<file path="config.mk">
export PLATFORM = sky130hd
export DESIGN_NAME = clock_mode_standby_controller
export DESIGN_NICKNAME = d
export VERILOG_FILES = /design/src/rtl/clk_ctrl_pkg.sv /design/src/rtl/clock_mode_standby_controller.sv /design/src/rtl/glitch_free_mux.sv /design/src/rtl/stab_wait_timer.sv
export SDC_FILE = /design/constraint.sdc
export NUM_CORES = 1
export LEC_CHECK = 0
export BUFFER_PORTS_ARGS = -buffer_cell sky130_fd_sc_hd__buf_4
export CAP_MARGIN = 0
export CORE_MARGIN = 3
export CORE_UTILIZATION = 62
export DETAILED_ROUTE_END_ITERATION = 10
export PLACE_DENSITY = 0.86
export SETUP_SLACK_MARGIN = 0.15
export SLEW_MARGIN = 20
export SYNTH_ARGS = -nofsm -noshare
export SYNTH_HDL_FRONTEND = slang
export SYNTH_SLANG_ARGS = --single-unit
</file>
<file path="constraint.sdc">
create_clock -name I_CLK -period 5.15 [get_ports I_CLK]
set_input_delay 0 -clock I_CLK [delete_from_list [all_inputs] [get_ports I_CLK]]
set_output_delay 0 -clock I_CLK [all_outputs]
set_load 0.02 [all_outputs]
</file>
<file path="src/rtl/clk_ctrl_pkg.sv">
/*
 * package for the clock mode and standby controller: register offsets,
 * field positions, reset values, mode encodings and packed carriers.
 * assumes nothing of its surroundings.
 */
package clk_ctrl_pkg;

   // ***********************************************************************
   // register map (byte addresses on the apb bus)
   // ***********************************************************************
   localparam logic [7:0] DIVIDE_RATIO_CTRL_ADDR    = 8'h00;
   localparam logic [7:0] STANDBY_CTRL_ADDR         = 8'h04;
   localparam logic [7:0] OSC_ENABLE_MODE_CTRL_ADDR = 8'h08;
   localparam logic [7:0] STAB_WAIT_SETTING_ADDR    = 8'h0C;
   localparam logic [7:0] CLOCK_STATUS_ADDR         = 8'h10;

   // ***********************************************************************
   // field positions
   // ***********************************************************************
   localparam int DIV_LSB       = 0;   // divide ratio, 2 bits
   localparam int RCFREQ_LSB    = 2;   // main rc frequency select, 2 bits
   localparam int STBY_LSB      = 0;   // standby request, 3 bits
   localparam int PINHIZ_BIT    = 3;   // pins hi-z in stop/tbt/watch
   localparam int SWRST_BIT     = 4;   // software reset
   localparam int MODE_LSB      = 0;   // requested clock mode, 2 bits
   localparam int OSCEN_LSB     = 4;   // oscillation enables, 4 bits
   localparam int MWAIT_LSB     = 0;   // main wait select, 4 bits
   localparam int SWAIT_LSB     = 4;   // sub wait select, 4 bits
   localparam int CURMODE_LSB   = 0;   // mode in effect, 2 bits
   localparam int BUSY_BIT      = 2;   // switch pending
   localparam int STABOK_LSB    = 4;   // per-source stable flags, 4 bits

   // ***********************************************************************
   // reset values
   // ***********************************************************************
   localparam logic [3:0] DIVIDE_RATIO_RST = 4'h0;
   localparam logic [1:0] CLOCK_MODE_RST   = 2'h1;
   localparam logic [3:0] OSC_ENABLE_RST   = 4'h2;
   localparam logic [7:0] STAB_WAIT_RST    = 8'hFF;
   localparam int         STAB_CNT_W       = 16;
   localparam int         MAIN_WAIT_MAX    = 13;   // 14 selections
   localparam int         SUB_WAIT_MAX     = 14;   // 15 selections
   localparam int         SWRST_CYCLES     = 4;

   typedef enum logic [1:0] {
      MODE_MAIN_OSC = 2'h0,
      MODE_MAIN_RC  = 2'h1,
      MODE_SUB_OSC  = 2'h2,
      MODE_SUB_RC   = 2'h3
   } clk_mode_e;

   typedef enum logic [2:0] {
      STBY_RUN   = 3'h0,
      STBY_SLEEP = 3'h1,
      STBY_TBT   = 3'h3,
      STBY_WATCH = 3'h2,
      STBY_STOP  = 3'h6
   } stby_mode_e;

   // per-source oscillation enables, bit order matches clk_mode_e codes
   typedef struct packed {
      logic sub_rc;
      logic sub_osc;
      logic main_rc;
      logic main_osc;
   } osc_en_s;

   // clock gate enables to the consumers
   typedef struct packed {
      logic cpu;
      logic periph;
      logic tbt;
      logic watch_pre;
      logic wdt;
   } gate_s;

   function automatic logic is_main_mode(input clk_mode_e m);
      is_main_mode = (m == MODE_MAIN_OSC) || (m == MODE_MAIN_RC);
   endfunction : is_main_mode

endpackage : clk_ctrl_pkg

</file>
<file path="src/rtl/clock_mode_standby_controller.sv">
/*
 * clock mode and standby controller: source selection, machine clock
 * prescaler, standby gating, wait timing and the apb register file.
 * assumes every source arrives as a one-cycle enable pulse on I_CLK,
 * and wakeup events are synchronous pulses.
 */
`timescale 1ns/1ps

// Contract
// - main mode: machine clock from main oscillator divided by two.
// - main rc mode: machine clock from trimmed main rc oscillator.
// - sub mode: machine clock from sub oscillator divided by two.
// - sub rc mode: machine clock from sub rc oscillator.
// - selector picks one of four sources, then prescaler forms machine clock.
// - selected clock divisible by programmable ratio; main rc frequency selectable.
// - gate cpu and peripheral clocks by standby mode and wait status.
// - stabilization timer: 14 main waits, 15 sub waits, drives done.
// - divide ratio register holds the machine clock division.
// - standby register: mode request, pin states, software reset.
// - osc/mode register: four enables, mode select, requested mode readback; current mode reads back from status.
// - wait setting register: separate main and sub selections.
// - sleep stops cpu clock only; here the watchdog clock also stops unless the watchdog is started.
// - time-base timer mode clocks only time-base timer and watch prescaler.
// - time-base timer mode allowed only in main or main rc mode.
// - watch mode halts main oscillation, clocks only watch prescaler.
// - watch mode allowed only in sub or sub rc mode.
// - stop halts main and sub oscillation and all clocks.
// - sleep and stop allowed in any clock mode.
// - watchdog clock from time-base timer on main, watch prescaler on sub.
// - outside main mode main oscillator runs only if its enable is one or main mode is requested.
// - started watchdog keeps its clock in standby other than stop.
module clock_mode_standby_controller
   import clk_ctrl_pkg::*;
(
   input  wire logic        I_CLK,
   input  wire logic        I_RST,
   input  wire logic        I_PSEL,
   input  wire logic        I_PENABLE,
   input  wire logic        I_PWRITE,
   input  wire logic [7:0]  I_PADDR,
   input  wire logic [31:0] I_PWDATA,
   output logic [31:0]      O_PRDATA,
   output logic             O_PREADY,
   output logic             O_PSLVERR,
   input  wire logic        I_MAIN_OSC_TICK,
   input  wire logic        I_SUB_OSC_TICK,
   input  wire logic        I_MAIN_RC_TICK,
   input  wire logic        I_SUB_RC_TICK,
   input  wire logic        I_TBT_TICK,
   input  wire logic        I_WATCH_PRE_TICK,
   input  wire logic        I_WAKEUP,
   input  wire logic        I_WDT_STARTED,
   output osc_en_s          O_OSC_RUN,
   output logic [1:0]       O_RC_FREQ_SEL,
   output gate_s            O_GATE,
   output logic             O_CPU_CLK_EN,
   output logic             O_PERIPH_CLK_EN,
   output logic             O_WDT_CLK_EN,
   output logic             O_PIN_HIZ,
   output logic             O_SW_RESET
);

   // ***********************************************************************
   // registers
   // ***********************************************************************
   logic [3:0]  divide_ratio_ctrl_reg;
   stby_mode_e  stby_reg;
   stby_mode_e  stby_next;
   logic        pin_hiz_reg;
   logic [2:0]  swrst_cnt_reg;
   clk_mode_e   req_mode_reg;
   osc_en_s     osc_en_reg;
   logic [7:0]  stab_wait_reg;
   logic [4:0]  pre_cnt_reg;
   logic        main_half_reg;
   logic        sub_half_reg;
   logic        cpu_en_reg;
   logic        periph_en_reg;
   logic        wdt_en_reg;
   logic [31:0] prdata_reg;

   // ***********************************************************************
   // apb decode
   // ***********************************************************************
   wire access   = I_PSEL && I_PENABLE;
   wire wr       = access && I_PWRITE;
   wire hit_div  = (I_PADDR == DIVIDE_RATIO_CTRL_ADDR);
   wire hit_stby = (I_PADDR == STANDBY_CTRL_ADDR);
   wire hit_osc  = (I_PADDR == OSC_ENABLE_MODE_CTRL_ADDR);
   wire hit_wait = (I_PADDR == STAB_WAIT_SETTING_ADDR);
   wire hit_stat = (I_PADDR == CLOCK_STATUS_ADDR);
   wire mapped   = hit_div || hit_stby || hit_osc || hit_wait || hit_stat;

   // status is read only; writes to it are errors as well
   assign O_PREADY  = 1'b1;
   assign O_PSLVERR = access && (!mapped || (I_PWRITE && hit_stat));
   assign O_PRDATA  = prdata_reg;

   // ***********************************************************************
   // source ticks
   // ***********************************************************************
   // oscillator half-rate taps; only every second tick passes
   wire main_half_tick = I_MAIN_OSC_TICK && main_half_reg;
   wire sub_half_tick  = I_SUB_OSC_TICK && sub_half_reg;
   wire [3:0] src_tick = {I_SUB_RC_TICK, sub_half_tick, I_MAIN_RC_TICK, main_half_tick};

   clk_mode_e  cur_mode;
   logic       switch_busy;
   logic       sel_tick;
   logic [3:0] stable;
   osc_en_s    osc_run;

   // ***********************************************************************
   // standby and oscillator control
   // ***********************************************************************
   wire stby_wr    = wr && hit_stby;
   wire [2:0] stby_req = I_PWDATA[STBY_LSB +: 3];
   wire main_cur   = is_main_mode(cur_mode);
   // tbt only from main modes, watch only from sub modes
   wire tbt_ok     = (stby_req == STBY_TBT) && main_cur;
   wire watch_ok   = (stby_req == STBY_WATCH) && !main_cur;
   wire any_ok     = (stby_req == STBY_SLEEP) || (stby_req == STBY_STOP);
   wire stby_take  = stby_wr && (stby_reg == STBY_RUN) && (tbt_ok || watch_ok || any_ok);

   always_comb begin
      stby_next = stby_reg;
      if (I_WAKEUP) begin
         stby_next = STBY_RUN;
      end else if (stby_take) begin
         stby_next = stby_mode_e'(stby_req);
      end
   end

   wire in_stop  = (stby_reg == STBY_STOP);
   wire in_watch = (stby_reg == STBY_WATCH);

   // active and requested sources run; others by enable; main halted in watch/stop, all in stop
   always_comb begin
      osc_run          = osc_en_reg;
      osc_run[cur_mode] = 1'b1;
      osc_run[req_mode_reg] = 1'b1;
      // main oscillator outside main mode obeys its enable unless main mode is requested
      osc_run.main_osc = (cur_mode == MODE_MAIN_OSC || req_mode_reg == MODE_MAIN_OSC)
                         || osc_en_reg.main_osc;
      if (in_watch || in_stop) begin
         osc_run.main_osc = 1'b0;
         osc_run.main_rc  = 1'b0;
      end
      if (in_stop) begin
         osc_run.sub_osc = 1'b0;
         osc_run.sub_rc  = 1'b0;
      end
   end

   // ***********************************************************************
   // sub blocks
   // ***********************************************************************
   stab_wait_timer u_wait (
      .i_clk      (I_CLK),
      .i_rst      (I_RST),
      .i_osc_run  (osc_run),
      .i_main_sel (stab_wait_reg[MWAIT_LSB +: 4]),
      .i_sub_sel  (stab_wait_reg[SWAIT_LSB +: 4]),
      .o_stable   (stable)
   );

   glitch_free_mux u_mux (
      .i_clk      (I_CLK),
      .i_rst      (I_RST),
      .i_req_mode (req_mode_reg),
      .i_stable   (stable),
      .i_src_tick (src_tick),
      .o_cur_mode (cur_mode),
      .o_busy     (switch_busy),
      .o_tick     (sel_tick)
   );

   // ***********************************************************************
   // prescaler
   // ***********************************************************************
   // ratio 0..3 gives divide by 1,4,8,16 of the selected source
   function automatic logic [4:0] div_limit(input logic [1:0] r);
      div_limit = (r == 2'h0) ? 5'h00 : 5'((5'h01 << (3'(r) + 3'h1)) - 5'h01);
   endfunction : div_limit

   wire [4:0] lim        = div_limit(divide_ratio_ctrl_reg[DIV_LSB +: 2]);
   wire       pre_wrap   = sel_tick && (pre_cnt_reg >= lim);
   wire       src_stable = stable[cur_mode];

   // ***********************************************************************
   // gating
   // ***********************************************************************
   // no machine clock until its source is stable
   wire run_ok    = src_stable && (stby_reg == STBY_RUN);
   wire per_ok    = src_stable && (stby_reg == STBY_RUN || stby_reg == STBY_SLEEP);
   wire tbt_clk   = (stby_reg == STBY_RUN || stby_reg == STBY_SLEEP || stby_reg == STBY_TBT)
                    && main_cur;
   wire watch_clk = !in_stop;
   // watchdog source by mode, alive in standby other than stop once started
   wire wdt_src   = main_cur ? I_TBT_TICK : I_WATCH_PRE_TICK;
   wire wdt_ok    = ((stby_reg == STBY_RUN) || I_WDT_STARTED) && !in_stop;

   always_ff @(posedge I_CLK) begin
      if (I_RST) begin
         divide_ratio_ctrl_reg <= DIVIDE_RATIO_RST;
         stby_reg              <= STBY_RUN;
         pin_hiz_reg           <= 1'b0;
         swrst_cnt_reg         <= '0;
         req_mode_reg          <= clk_mode_e'(CLOCK_MODE_RST);
         osc_en_reg            <= OSC_ENABLE_RST;
         stab_wait_reg         <= STAB_WAIT_RST;
         pre_cnt_reg           <= '0;
         main_half_reg         <= 1'b0;
         sub_half_reg          <= 1'b0;
         cpu_en_reg            <= 1'b0;
         periph_en_reg         <= 1'b0;
         wdt_en_reg            <= 1'b0;
         prdata_reg            <= '0;
      end else begin
         if (I_MAIN_OSC_TICK) main_half_reg <= !main_half_reg;
         if (I_SUB_OSC_TICK) sub_half_reg <= !sub_half_reg;
         if (wr && hit_div) begin
            divide_ratio_ctrl_reg <= I_PWDATA[3:0];
         end
         if (wr && hit_osc) begin
            req_mode_reg <= clk_mode_e'(I_PWDATA[MODE_LSB +: 2]);
            osc_en_reg   <= I_PWDATA[OSCEN_LSB +: 4];
         end
         if (wr && hit_wait) begin
            stab_wait_reg <= I_PWDATA[7:0];
         end
         stby_reg <= stby_next;
         if (stby_wr) begin
            pin_hiz_reg <= I_PWDATA[PINHIZ_BIT];
         end
         if (stby_wr && I_PWDATA[SWRST_BIT]) begin
            swrst_cnt_reg <= 3'(SWRST_CYCLES);
         end else if (swrst_cnt_reg != 3'h0) begin
            swrst_cnt_reg <= swrst_cnt_reg - 3'h1;
         end
         if (sel_tick) begin
            pre_cnt_reg <= pre_wrap ? 5'h00 : pre_cnt_reg + 5'h01;
         end
         cpu_en_reg    <= pre_wrap && run_ok;
         periph_en_reg <= pre_wrap && per_ok;
         wdt_en_reg    <= wdt_src && wdt_ok;
         // loaded in setup so read data stands at the access edge
         if (I_PSEL && !I_PENABLE && !I_PWRITE) begin
            prdata_reg <= '0;
            unique case (1'b1)
               hit_div:  prdata_reg[3:0] <= divide_ratio_ctrl_reg;
               hit_stby: prdata_reg[4:0] <= {1'b0, pin_hiz_reg, stby_reg};
               hit_osc:  prdata_reg[7:0] <= {osc_en_reg, 2'h0, req_mode_reg};
               hit_wait: prdata_reg[7:0] <= stab_wait_reg;
               hit_stat: prdata_reg[7:0] <= {stable, 1'b0, switch_busy, cur_mode};
               default:  prdata_reg <= '0;
            endcase
         end
      end
   end

   // ***********************************************************************
   // outputs
   // ***********************************************************************
   // main rc frequency select only steers that oscillator
   assign O_RC_FREQ_SEL   = divide_ratio_ctrl_reg[RCFREQ_LSB +: 2];
   assign O_OSC_RUN       = osc_run;
   assign O_CPU_CLK_EN    = cpu_en_reg;
   assign O_PERIPH_CLK_EN = periph_en_reg;
   assign O_WDT_CLK_EN    = wdt_en_reg;
   assign O_GATE          = '{cpu: cpu_en_reg, periph: periph_en_reg,
                              tbt: tbt_clk && I_TBT_TICK,
                              watch_pre: watch_clk && I_WATCH_PRE_TICK,
                              wdt: wdt_en_reg};
   assign O_PIN_HIZ       = pin_hiz_reg && (stby_reg == STBY_STOP || stby_reg == STBY_TBT
                            || stby_reg == STBY_WATCH);
   assign O_SW_RESET      = (swrst_cnt_reg != 3'h0);

endmodule : clock_mode_standby_controller

</file>
<file path="src/rtl/glitch_free_mux.sv">
/*
 * glitch-free selector of the source clock enable: the old source is
 * released first, the new one taken only once stable.
 * assumes sources are enable pulses in the single system clock domain.
 */
`timescale 1ns/1ps
module glitch_free_mux
   import clk_ctrl_pkg::*;
(
   input  wire logic      i_clk,
   input  wire logic      i_rst,
   input  wire clk_mode_e i_req_mode,
   input  wire logic [3:0] i_stable,
   input  wire logic [3:0] i_src_tick,
   output clk_mode_e      o_cur_mode,
   output logic           o_busy,
   output logic           o_tick
);

   clk_mode_e cur_reg;
   clk_mode_e cur_next;

   // switch only once the target has finished its wait
   wire switch_ok = (i_req_mode != cur_reg) && i_stable[i_req_mode];
   // move at an old-source tick, or at once if the old source is not stable, so no partial period leaks out
   wire at_edge   = i_src_tick[cur_reg] || !i_stable[cur_reg];

   assign cur_next = (switch_ok && at_edge) ? i_req_mode : cur_reg;

   always_ff @(posedge i_clk) begin
      if (i_rst) begin
         cur_reg <= clk_mode_e'(CLOCK_MODE_RST);
      end else begin
         cur_reg <= cur_next;
      end
   end

   assign o_cur_mode = cur_reg;
   assign o_busy     = (i_req_mode != cur_reg);
   assign o_tick     = i_src_tick[cur_reg] && !(switch_ok && at_edge);

endmodule : glitch_free_mux

</file>
<file path="src/rtl/stab_wait_timer.sv">
/*
 * oscillation stabilization wait timer: one free counter per source,
 * started by its enable; done when the selected tap bit is reached.
 * assumes enables and the selection come from the same clock domain.
 */
`timescale 1ns/1ps
module stab_wait_timer
   import clk_ctrl_pkg::*;
(
   input  wire logic       i_clk,
   input  wire logic       i_rst,
   input  wire osc_en_s    i_osc_run,
   input  wire logic [3:0] i_main_sel,
   input  wire logic [3:0] i_sub_sel,
   output logic [3:0]      o_stable
);

   // ***********************************************************************
   // counters
   // ***********************************************************************
   logic [STAB_CNT_W-1:0] cnt_reg [4];
   logic [3:0]            stable_reg;
   logic [3:0]            tap;
   logic [3:0]            run;

   // main selections saturate at 14 taps, sub at 15
   wire [3:0] main_tap = (i_main_sel > 4'(MAIN_WAIT_MAX)) ? 4'(MAIN_WAIT_MAX) : i_main_sel;
   wire [3:0] sub_tap  = (i_sub_sel > 4'(SUB_WAIT_MAX)) ? 4'(SUB_WAIT_MAX) : i_sub_sel;

   assign run = i_osc_run;

   always_comb begin
      for (int k = 0; k < 4; k++) begin
         tap[k] = (k < 2) ? cnt_reg[k][main_tap + 4'h1] : cnt_reg[k][sub_tap + 4'h1];
      end
   end

   always_ff @(posedge i_clk) begin
      for (int k = 0; k < 4; k++) begin
         if (i_rst || !run[k]) begin
            cnt_reg[k]    <= '0;
            stable_reg[k] <= 1'b0;
         end else if (!stable_reg[k]) begin
            cnt_reg[k]    <= cnt_reg[k] + 1'b1;
            stable_reg[k] <= tap[k];
         end
      end
   end

   assign o_stable = stable_reg;

endmodule : stab_wait_timer

</file>
Yosys cells after proc, flatten, opt, wreduce, memory -nomap -nowiden
Memory sizes are Yosys's and may differ from the RTL's.
Cells that the tools add are included.
{"block": "totals", "reg_bits": 49, "ram_bits": 64, "in_bits": 53, "out_inout_bits": 50, "wordCells": 199, "memories": 1}
{"name": "u_wait.cnt_reg", "depth": 4, "width": 16, "rd": 4, "rd_ports_with_merged_regs": 0, "wr": 4, "line_no": "stab_wait_timer.sv:21", "text": "logic [STAB_CNT_W-1:0] cnt_reg [4];"}
{"block": "op_classes", "add_sub_neg": 10, "n_lt_le_gt_ge": 9, "n_eq_ne": 14, "shift": 1, "n_mux": 58, "bitwise_logic": 6, "reduce_logical": 77}
{"op": "adder 16 x 1 -> 16 bit, second input constant", "count": 4}
{"op": "2-to-1 mux 16 bit", "count": 4}
{"op": "2-to-1 mux 1 bit", "count": 34}
{"op": "logical AND 1 bit", "count": 33}
{"op": "logical OR 1 bit", "count": 22}
{"op": "one-hot mux 4 bit (5 select lines)", "count": 1}
{"op": "binary-select mux 1 bit (select 4 bit)", "count": 4}
{"op": "== test 8 x 4 -> 1 bit, second input constant", "count": 2}
{"op": "zero test 1 bit", "count": 13}
{"op": "== test 3 x 2 -> 1 bit, second input constant", "count": 4}
{"op": "less-than comparator 4 x 5 -> 1 bit, second input constant", "count": 2}
{"op": "2-to-1 mux 5 bit", "count": 2}
{"op": "one-hot mux 3 bit (3 select lines)", "count": 1}
{"op": "adder 4 x 1 -> 4 bit, second input constant", "count": 2}
{"op": "== test 8 x 3 -> 1 bit, second input constant", "count": 1}
{"op": "== test 8 x 5 -> 1 bit, second input constant", "count": 1}
{"op": "> comparator 4 bit, second input constant", "count": 2}
{"op": "zero test 8 bit", "count": 1}
{"op": "2-to-1 mux 4 bit", "count": 2}
{"op": "bitwise OR 4 bit", "count": 2}
{"op": "binary-select mux 1 bit (select 2 bit)", "count": 3}
{"op": "== test 3 x 1 -> 1 bit, second input constant", "count": 2}
{"op": "== test 3 bit, second input constant", "count": 2}
{"op": "zero test 2 bit", "count": 3}
{"op": "other kinds (19)", "count": 28}

Logic depth before layout (Yosys ltp)
Gate-level depths: netlist of the first run.
{"block": "depth", "ltp_word": 12, "depth_mapped": 10, "mapped_depth_nobuf": 9}

By module
Synthesis of the first run repeated with hierarchy kept, for this count alone.
{"block": "hier_totals", "cells_unflattened": 700, "hier_area_um2": 6892.9}
{"mod": "stab_wait_timer", "instances": 1, "cells_per_inst": 389, "area_per_inst_um2": 4127.7}
{"mod": "clock_mode_standby_controller", "instances": 1, "cells_per_inst": 294, "area_per_inst_um2": 2567.5}
{"mod": "glitch_free_mux", "instances": 1, "cells_per_inst": 17, "area_per_inst_um2": 197.7}

Worst setup path after synthesis of the first run
Ideal clock, no wire load.
{"block": "synth_path", "path_kind": "reg-to-reg", "startpoint": "register stab_wait_reg[2]", "endpoint": "register u_wait.stable_reg[0], in the netlist u_wait.o_stable[0]", "setup_time_ns": 0.132, "t_arrival_ns": 2.930, "t_required_ns": 5.018, "setup_slack_ns": 2.088, "stages_incl_launch_ff": 10, "path_buffers": 1, "path_cell_list": "dfxtp_1 -> a31oi_1 -> clkbuf_1 -> inv_1 -> ha_1 -> xor2_1 -> mux4_2 -> and2_1 -> a2111oi_0 -> nor3b_1"}
{"block": "synth_between", "elab_chain_cells": 6}
{"element": "start, declared", "line_no": "clock_mode_standby_controller.sv:73", "text": "logic [7:0] stab_wait_reg;"}
{"element": "start signal, assigned", "line_no": "clock_mode_standby_controller.sv:230", "text": "stab_wait_reg <= I_PWDATA[7:0];"}
{"element": "> comparator 4 bit", "line_no": "stab_wait_timer.sv:27", "text": "wire [3:0] main_tap = (i_main_sel > 4'(MAIN_WAIT_MAX)) ? 4'(MAIN_WAIT_MAX) : i_main_sel;"}
{"element": "2-to-1 mux 4 bit (*)", "line_no": "stab_wait_timer.sv:27"}
{"element": "adder 4 x 1 -> 4 bit (*)", "line_no": "stab_wait_timer.sv:34", "text": "tap[k] = (k < 2) ? cnt_reg[k][main_tap + 4'h1] : cnt_reg[k][sub_tap + 4'h1];"}
{"element": "binary-select mux 1 bit (select 4 bit) (*)", "line_no": "stab_wait_timer.sv:34"}
{"element": "2-to-1 mux 1 bit (not written as such) (*)", "line_no": "stab_wait_timer.sv:34"}
{"element": "2-to-1 mux 1 bit (*)", "line_no": "stab_wait_timer.sv:43", "text": "end else if (!stable_reg[k]) begin"}
{"element": "end signal, assigned by index", "line_no": "stab_wait_timer.sv:45", "text": "stable_reg[k] <= tap[k];"}
{"element": "end, declared", "line_no": "stab_wait_timer.sv:22", "text": "logic [3:0] stable_reg;"}
Mark *: on every way between the ends. The rest lies on a longest branch, timed or not. The select of a mux whose other input is x is not followed.
A chain may end at the register's enable or synchronous reset.

Final worst setup path of the first run
Same ends and word-level chain as after synthesis.

==> results_dict.tcl, run 1 <==
set metrics [dict create \
    ir_worst_vdd_mv 0.213 \
    die_area_um2 12200 \
    drive_above_1_share_pct 13.9 \
    postSynth.asyncResetShare_pct 0 \
    final_cells 922 \
    dp_hpwl_um 10100 \
    antenna_found_initial 0 \
    post-route-period-util_pct 61.2 \
    nFillCells 695 \
    antenna_cells 0 \
    placed_area_um2 7070 \
    clock_sinks 113 \
    mostFrequentLayoutCells "nor2_1 (111), edfxtp_1 (64), nand2_1 (61)" \
    post_cts_resized 0 \
    dp_cells 869 \
    yosys.cell_types.count 61 \
    io_buffer_count 53 \
    postRouteAntennaNets 0 \
    seqCellArea_um2 2900 \
    routed_wl_um 15100 \
    gr-total-overflow 0 \
    yosys.area_share.simple_pct 19.6 \
    setup_tns_ns 0 \
    yosys_warnings 0 \
    synth_top_family_by_area "simple AND/OR/NAND/NOR gates" \
    synth-xor-area-share_pct 7.80 \
    cts_made_buffers 17 \
    grt_pass1_wl_um 25100 \
    pwr_density_cell_nw_per_um2 302 \
    r2r_end "u_wait.o_stable[0]$_SDFF_PP0_" \
    start_kind "flip-flop" \
    vias_per_cell 5.96 \
    swShare_pct 23.4 \
    die_width_um 110 \
    vias 5494 \
    synthMuxAreaShare_pct 9.23 \
    outcome "completed" \
    switching_power_uw 555 \
    hold_path_class "in2reg" \
    synth_ff_type "edfxtp_1" \
    synth_fa_ha_area_share_pct 2.78 \
    skew_ns 0.0113 \
    cts.root.buffer_cell "clkbuf_8" \
    cts_tree "built" \
    power.internal_mw 1.82 \
    drv_slew 0 \
    crit_start "stab_wait_reg[2]$_SDFFE_PP1P_" \
    worstPathArrival_ns 3.55 \
    worstSetupEndpointType "flip-flop" \
    avgSynthCellArea_um2 9.46 \
    largest_reg_flops 64 \
    hold-path-cell-count 4 \
    period_needed_ns 3.15 \
    leakagePower_nw 3.21 \
    core_um2 10500 \
    grt_max_degree 48 \
    synthCells 714 \
    grt_pass1_vias 5411 \
    hold_violations 0 \
    stdcell_area_um2 7850 \
    synthTopCellsByArea "edfxtp_1 (28%), dfxtp_1 (15%), nor2_1 (6.2%), mux2i_1 (4.9%), xnor2_1 (3.9%)" \
    dp_slack_ns 2.10 \
    fmax_mhz 317 \
    cp-endpoint "u_wait.o_stable[0]$_SDFF_PP0_" \
    clock_power_share_pct 48.4 \
    synth_compound_area_share_pct 9.99 \
    clockBufferDepth 2 \
    drv_cap 0 \
    reg2reg_depth 9 \
    top_level_ports 103 \
    drc 0 \
    reg2reg_from "stab_wait_reg[2]$_SDFFE_PP1P_" \
    first_pass_iters 5 \
    nets 841 \
    htree_levels 4 \
    drtIter0Drc 428 \
    worstSetupPathType "reg2reg" \
    synth-seq-cells 113 \
    clkTransAtPathRegs_ns 0.06 \
    r2r_slack_ns 2.00 \
    rows 37 \
    tightest_slew_ns 1.04 \
    cp.required_ns 5.55 \
    initial_core_util_pct 64.5 \
    die_y_um 110 \
    area_growth_pct 16.3 \
    power_frac_seq_pct 42.8 \
    clkLatencyLatePin_ns 0.52 \
    worst_slack_ns 2.00 \
    synth-edff-count 64 \
    yosysTopAreaCell "edfxtp_1" \
    grt.total_usage_pct 26.3 \
    routabilityCongestion 0.874 \
    rsz0062_at_grt "no" \
    comb_power_share_pct 8.8 \
    finalSetupViolCount 0 \
    layout.cells.most_common "nor2_1" \
    multi_input_area_um2 3430 \
    wl_per_cell_um 16.4 \
    synth_top_area_share_pct 28.5 \
    yosysSeqAreaShare_pct 43.0 \
    crit_fanout 11 \
    netlist_area_um2 6750 \
    relSlewSlack_pct 30.1 \
]
## metal layers
metal	global-route usage, %	up-vias	routed length (µm)
li1	-	2594	-
met1	32.9	2657	6330
met2	44.6	219	7590
met3	5.18	24	956
met4	10.6	0	258
met5	0	-	0
## power groups by stage
stage	sequential (mW)	clock (mW)	combinational (mW)
global route	1.02	1.20	0.229
finish	1.01	1.15	0.209
detailed placement	1.03	0	0.188
CTS	1.01	1.16	0.207
floorplan	1.02	0	0.152
global placement	1.03	0	0.180
## cell families (layout without fill, tap and decap cells)
family / Yosys count / count (layout)
simple gates: 279 / 279
buf+inv: 101 / 149
compound gates: 98 / 98
fa+ha+maj: 15 / 15
flops: 113 / 113
other cells: 2 / 26
xor+xnor: 58 / 58
mux: 48 / 48
## cell usage after synthesis (6+ instances only)
cell type  count
xnor2_1       30
nor2b_1        6
nand2_1       61
a211o_1       11
mux4_2        11
xor2_1        27
a31oi_1       10
buf_4         30
clkbuf_1      26
nand4_1       11
or3_1         10
o21ai_0       13
nor2_1       111
ha_1          15
edfxtp_1      64
a21oi_1       22
nand3_1       26
dfxtp_1       49
inv_1         42
mux2i_1       33
and3_1        10
a22oi_1        7
nor3_1        12
## per-stage QoR
stage / utilization [%] / power [mW] / hold WS (ns)
after floorplan: - / 1.17 / 0.0768
after global placement: 67.5 / 1.21 / 0.189
after detailed placement: 67.5 / 1.22 / 0.189
after CTS: 75.1 / 2.38 / 0.0392
after global routing: 75.1 / 2.45 / 0.111
final: 75.1 / 2.37 / 0.0598
## worst min path at each step
stage | start | endpoint | slack [ns]
2_1_floorplan | I_WAKEUP | stby_reg[0]$_SDFFE_PP0P_ | 0.08
3_3_place_gp | I_WAKEUP | stby_reg[0]$_SDFFE_PP0P_ | 0.19
3_5_place_dp | I_WAKEUP | stby_reg[0]$_SDFFE_PP0P_ | 0.19
4_1_cts | I_PSEL | O_PRDATA[2]$_SDFFE_PP0P_ | 0.04
5_1_grt | I_PADDR[5] | O_PRDATA[5]$_SDFFE_PP0P_ | 0.11
6_report | I_PSEL | O_PRDATA[2]$_SDFFE_PP0P_ | 0.06
## worst max-delay path, cell delays in order, from the launching register on
cell and delay, ns:
dfxtp_1 0.37, a31oi_1 0.18, buf_4 0.24, inv_1 0.11
ha_1 0.23, xor2_1 0.82, mux4_2 0.41, and2_1 0.18
a2111oi_0 0.40, nor3b_1 0.09
## repair_timing
item / CTS / global route
setup buffers: 0 / 0
endpoints found under the hold margin: 42 / 0
hold buffers: 21 / 0
## layout make-up
class / count / share of cell area [%]
multi-input cells: 524 / 43.7
inverters: 42 / 2.01
repair buffers: 75 / 7.84
clock inverters: 11 / 1.75
clock buffers: 21 / 5.59
flip-flops and latches: 113 / 37.0
well taps: 136 / 2.17
No activity file was read; power rests on OpenSTA's default activity.
==> inputs of run 2 (changes only) <==
--- a/config.mk
+++ b/config.mk
@@ -5,12 +5,13 @@
 export SDC_FILE = /design/constraint.sdc
 export NUM_CORES = 1
 export LEC_CHECK = 0
+export ABC_AREA = 1
 export BUFFER_PORTS_ARGS = -buffer_cell sky130_fd_sc_hd__buf_4
 export CAP_MARGIN = 0
 export CORE_MARGIN = 3
-export CORE_UTILIZATION = 62
+export CORE_UTILIZATION = 58
 export DETAILED_ROUTE_END_ITERATION = 10
-export PLACE_DENSITY = 0.86
+export PLACE_DENSITY = 0.81
 export SETUP_SLACK_MARGIN = 0.15
 export SLEW_MARGIN = 20
 export SYNTH_ARGS = -nofsm -noshare
==> constraint.sdc (replaced) <==
create_clock -name I_CLK -period 3.21 [get_ports I_CLK]
set_input_delay 0 -clock I_CLK [delete_from_list [all_inputs] [get_ports I_CLK]]
set_output_delay 0 -clock I_CLK [all_outputs]
set_load 0.02 [all_outputs]
==> run 2 against run 1 <==
  * Maximum frequency up 32%
  * Wire length up 7.4%
  * Critical path depth up 1
  * First-iteration DRC count up 35%
  * Power up 57%
  * Synthesized cell count up 35%
  * Die area up 13%
  * Clock power up 50%
  * Cell count up 30%
  * Critical path type unchanged
  * Critical endpoint is now u_wait.o_stable[1]$_SDFF_PP0_
==> results_dict.tcl, run 2 <==
set metrics [dict create \
    layout.cells.most_common "nand2_1" \
    nFillCells 1015 \
    synthTopCellsByArea "edfxtp_1 (27%), dfxtp_1 (14%), nand2_1 (9.9%), nand3_1 (8.5%), inv_1 (7.3%)" \
    die_width_um 117 \
    clock_sinks 113 \
    die_area_um2 13800 \
    clkTransAtPathRegs_ns 0.05 \
    synthCells 962 \
    htree_levels 4 \
    yosysTopAreaCell "edfxtp_1" \
    hold_path_class "in2reg" \
    rsz0062_at_grt "no" \
    top_level_ports 103 \
    pwr_density_cell_nw_per_um2 453 \
    wl_per_cell_um 13.5 \
    r2r_end "u_wait.o_stable[1]$_SDFF_PP0_" \
    tightest_slew_ns 0.713 \
    rows 40 \
    cts_made_buffers 17 \
    cts.root.buffer_cell "clkbuf_16" \
    nets 1091 \
    synth-edff-count 64 \
    yosysMostFrequentCell "nand2_1" \
    routed_wl_um 16300 \
    vias_per_cell 5.38 \
    post-route-period-util_pct 74.6 \
    skew_ns 0.00926 \
    yosysSeqAreaShare_pct 40.3 \
    start_kind "flip-flop" \
    antenna_cells 0 \
    ir_worst_vdd_mv 0.347 \
    cts_hold_buf 15 \
    yosys.cell_types.count 48 \
    io_buffer_count 53 \
    grt_pass1_vias 5999 \
    reg2reg_from "stab_wait_reg[2]$_SDFFE_PP1P_" \
    finalSetupViolCount 0 \
    postSynth.asyncResetShare_pct 0 \
    grt_pass1_wl_um 27400 \
    crit_start "stab_wait_reg[2]$_SDFFE_PP1P_" \
    avgSynthCellArea_um2 7.49 \
    cp.required_ns 3.53 \
    r2r_slack_ns 0.82 \
    drtIter0Drc 576 \
    cts_setup_buffers 0 \
    yosys-top-cells-count "nand2_1 (190), inv_1 (141), nand3_1 (123)" \
    period_needed_ns 2.39 \
    fin_hold_ws_ns 0.0359 \
    area_growth_pct 14.4 \
    crit_fanout 17 \
    vias 6472 \
    grt_max_degree 26 \
    drv_slew 0 \
    drive_above_1_share_pct 12.9 \
    gr-total-overflow 0 \
    clockBufferDepth 2 \
    synth_ff_type "edfxtp_1" \
    outcome "completed" \
    multi_input_area_um2 3460 \
    yosys_warnings 0 \
    antenna_found_initial 0 \
    synth_top_area_share_pct 26.7 \
    first_pass_iters 5 \
    leakagePower_nw 3.60 \
    post_cts_resized 0 \
    seqCellArea_um2 2900 \
    cts_tree "built" \
    setup_tns_ns 0 \
    fmax_mhz 418 \
    grt.total_usage_pct 24.0 \
    postRouteAntennaNets 0 \
    clkLatencyLatePin_ns 0.42 \
    dp_hpwl_um 11400 \
    routabilityCongestion 0.905 \
    netlist_area_um2 7210 \
    cp-endpoint "u_wait.o_stable[1]$_SDFF_PP0_" \
    initial_core_util_pct 59.7 \
    worstSetupPathType "reg2reg" \
    reg2reg_depth 10 \
    mostFrequentLayoutCells "nand2_1 (190), inv_1 (141), nand3_1 (123)" \
    drv_cap 0 \
    synth-seq-cells 113 \
    core_um2 12100 \
    worstPathArrival_ns 2.71 \
    worstHoldStart "I_PENABLE" \
    drc 0 \
    die_y_um 117 \
    relSlewSlack_pct 52.4 \
    hold_violations 0 \
    worstSetupEndpointType "flip-flop" \
    largest_reg_flops 64 \
]
## run 2: cell type report
type                    count  area share, %
clock buffers              26           6.31
flip-flops and latches    113           35.2
clock inverters             5          0.303
inverters                 147           6.69
well taps                 168           2.55
multi-input cells         672           41.9
repair buffers             72           7.01
## run 2: report_power, final
group          leakage (nW)  internal [mW]  total, mW  switching, mW
Sequential             1.18           1.58       1.63         0.0439
Combinational          2.15          0.143      0.378          0.234
Clock                 0.275           1.10       1.73          0.628
## run 2: stage by stage
step | std cells | instance area, µm² | utilization, % | worst slack [ns] | power (mW)
after floorplan | 986 | 7300 | - | 1.22 | 1.93
after global placement | 1157 | 7550 | 62.6 | 0.945 | 2.00
after detailed placement | 1157 | 7550 | 62.6 | 0.926 | 2.02
after CTS | 1203 | 8250 | 68.4 | 0.876 | 3.74
after global routing | 1203 | 8250 | 68.4 | 0.609 | 3.87
final | 1203 | 8250 | 68.4 | 0.815 | 3.73
## run 2: metal layers
metal / up-vias / routed length [µm] / global-route usage (%)
met1: 2994 / 7190 / 30.8
met5: - / 0 / 0
li1: 3264 / - / -
met4: 0 / 348 / 9.74
met2: 186 / 7780 / 39.9
met3: 28 / 935 / 4.85
## run 2: kinds of logic (layout without fill, tap and decap cells)
logic type / count (synthesis) / after routing / share of synthesized area [%]
AO/OA/AOI/OAI: 126 / 126 / 10.0
XOR/XNOR: 13 / 13 / 1.58
adder cells (fa/ha/maj): 15 / 15 / 2.60
buffers and inverters: 201 / 250 / 13.0
flip-flops: 113 / 113 / 40.3
other: 2 / 26 / 0.104
AND/OR/NAND/NOR: 492 / 492 / 32.4
## run 2: worst min path at each step
stage | depth (start not counted) | slack [ns] | to
4_1_cts | 5 | 0.02 | O_PRDATA[6]$_SDFFE_PP0P_
2_1_floorplan | 1 | 0.09 | main_half_reg$_SDFFE_PP0P_
3_3_place_gp | 2 | 0.20 | main_half_reg$_SDFFE_PP0P_
3_5_place_dp | 2 | 0.20 | sub_half_reg$_SDFFE_PP0P_
6_report | 5 | 0.04 | O_PRDATA[6]$_SDFFE_PP0P_
5_1_grt | 5 | 0.06 | O_PRDATA[6]$_SDFFE_PP0P_
## run 2: worst max-delay path, cell delays in order (launching register included)
cell and delay (ns):
dfxtp_1 0.48, nand3_2 0.37, nand2_2 0.38, ha_1 0.38, inv_1 0.20, nand3_1 0.12, nand3_1 0.07, nand3_1 0.09
nand3_1 0.09, nand2_1 0.07, inv_1 0.03
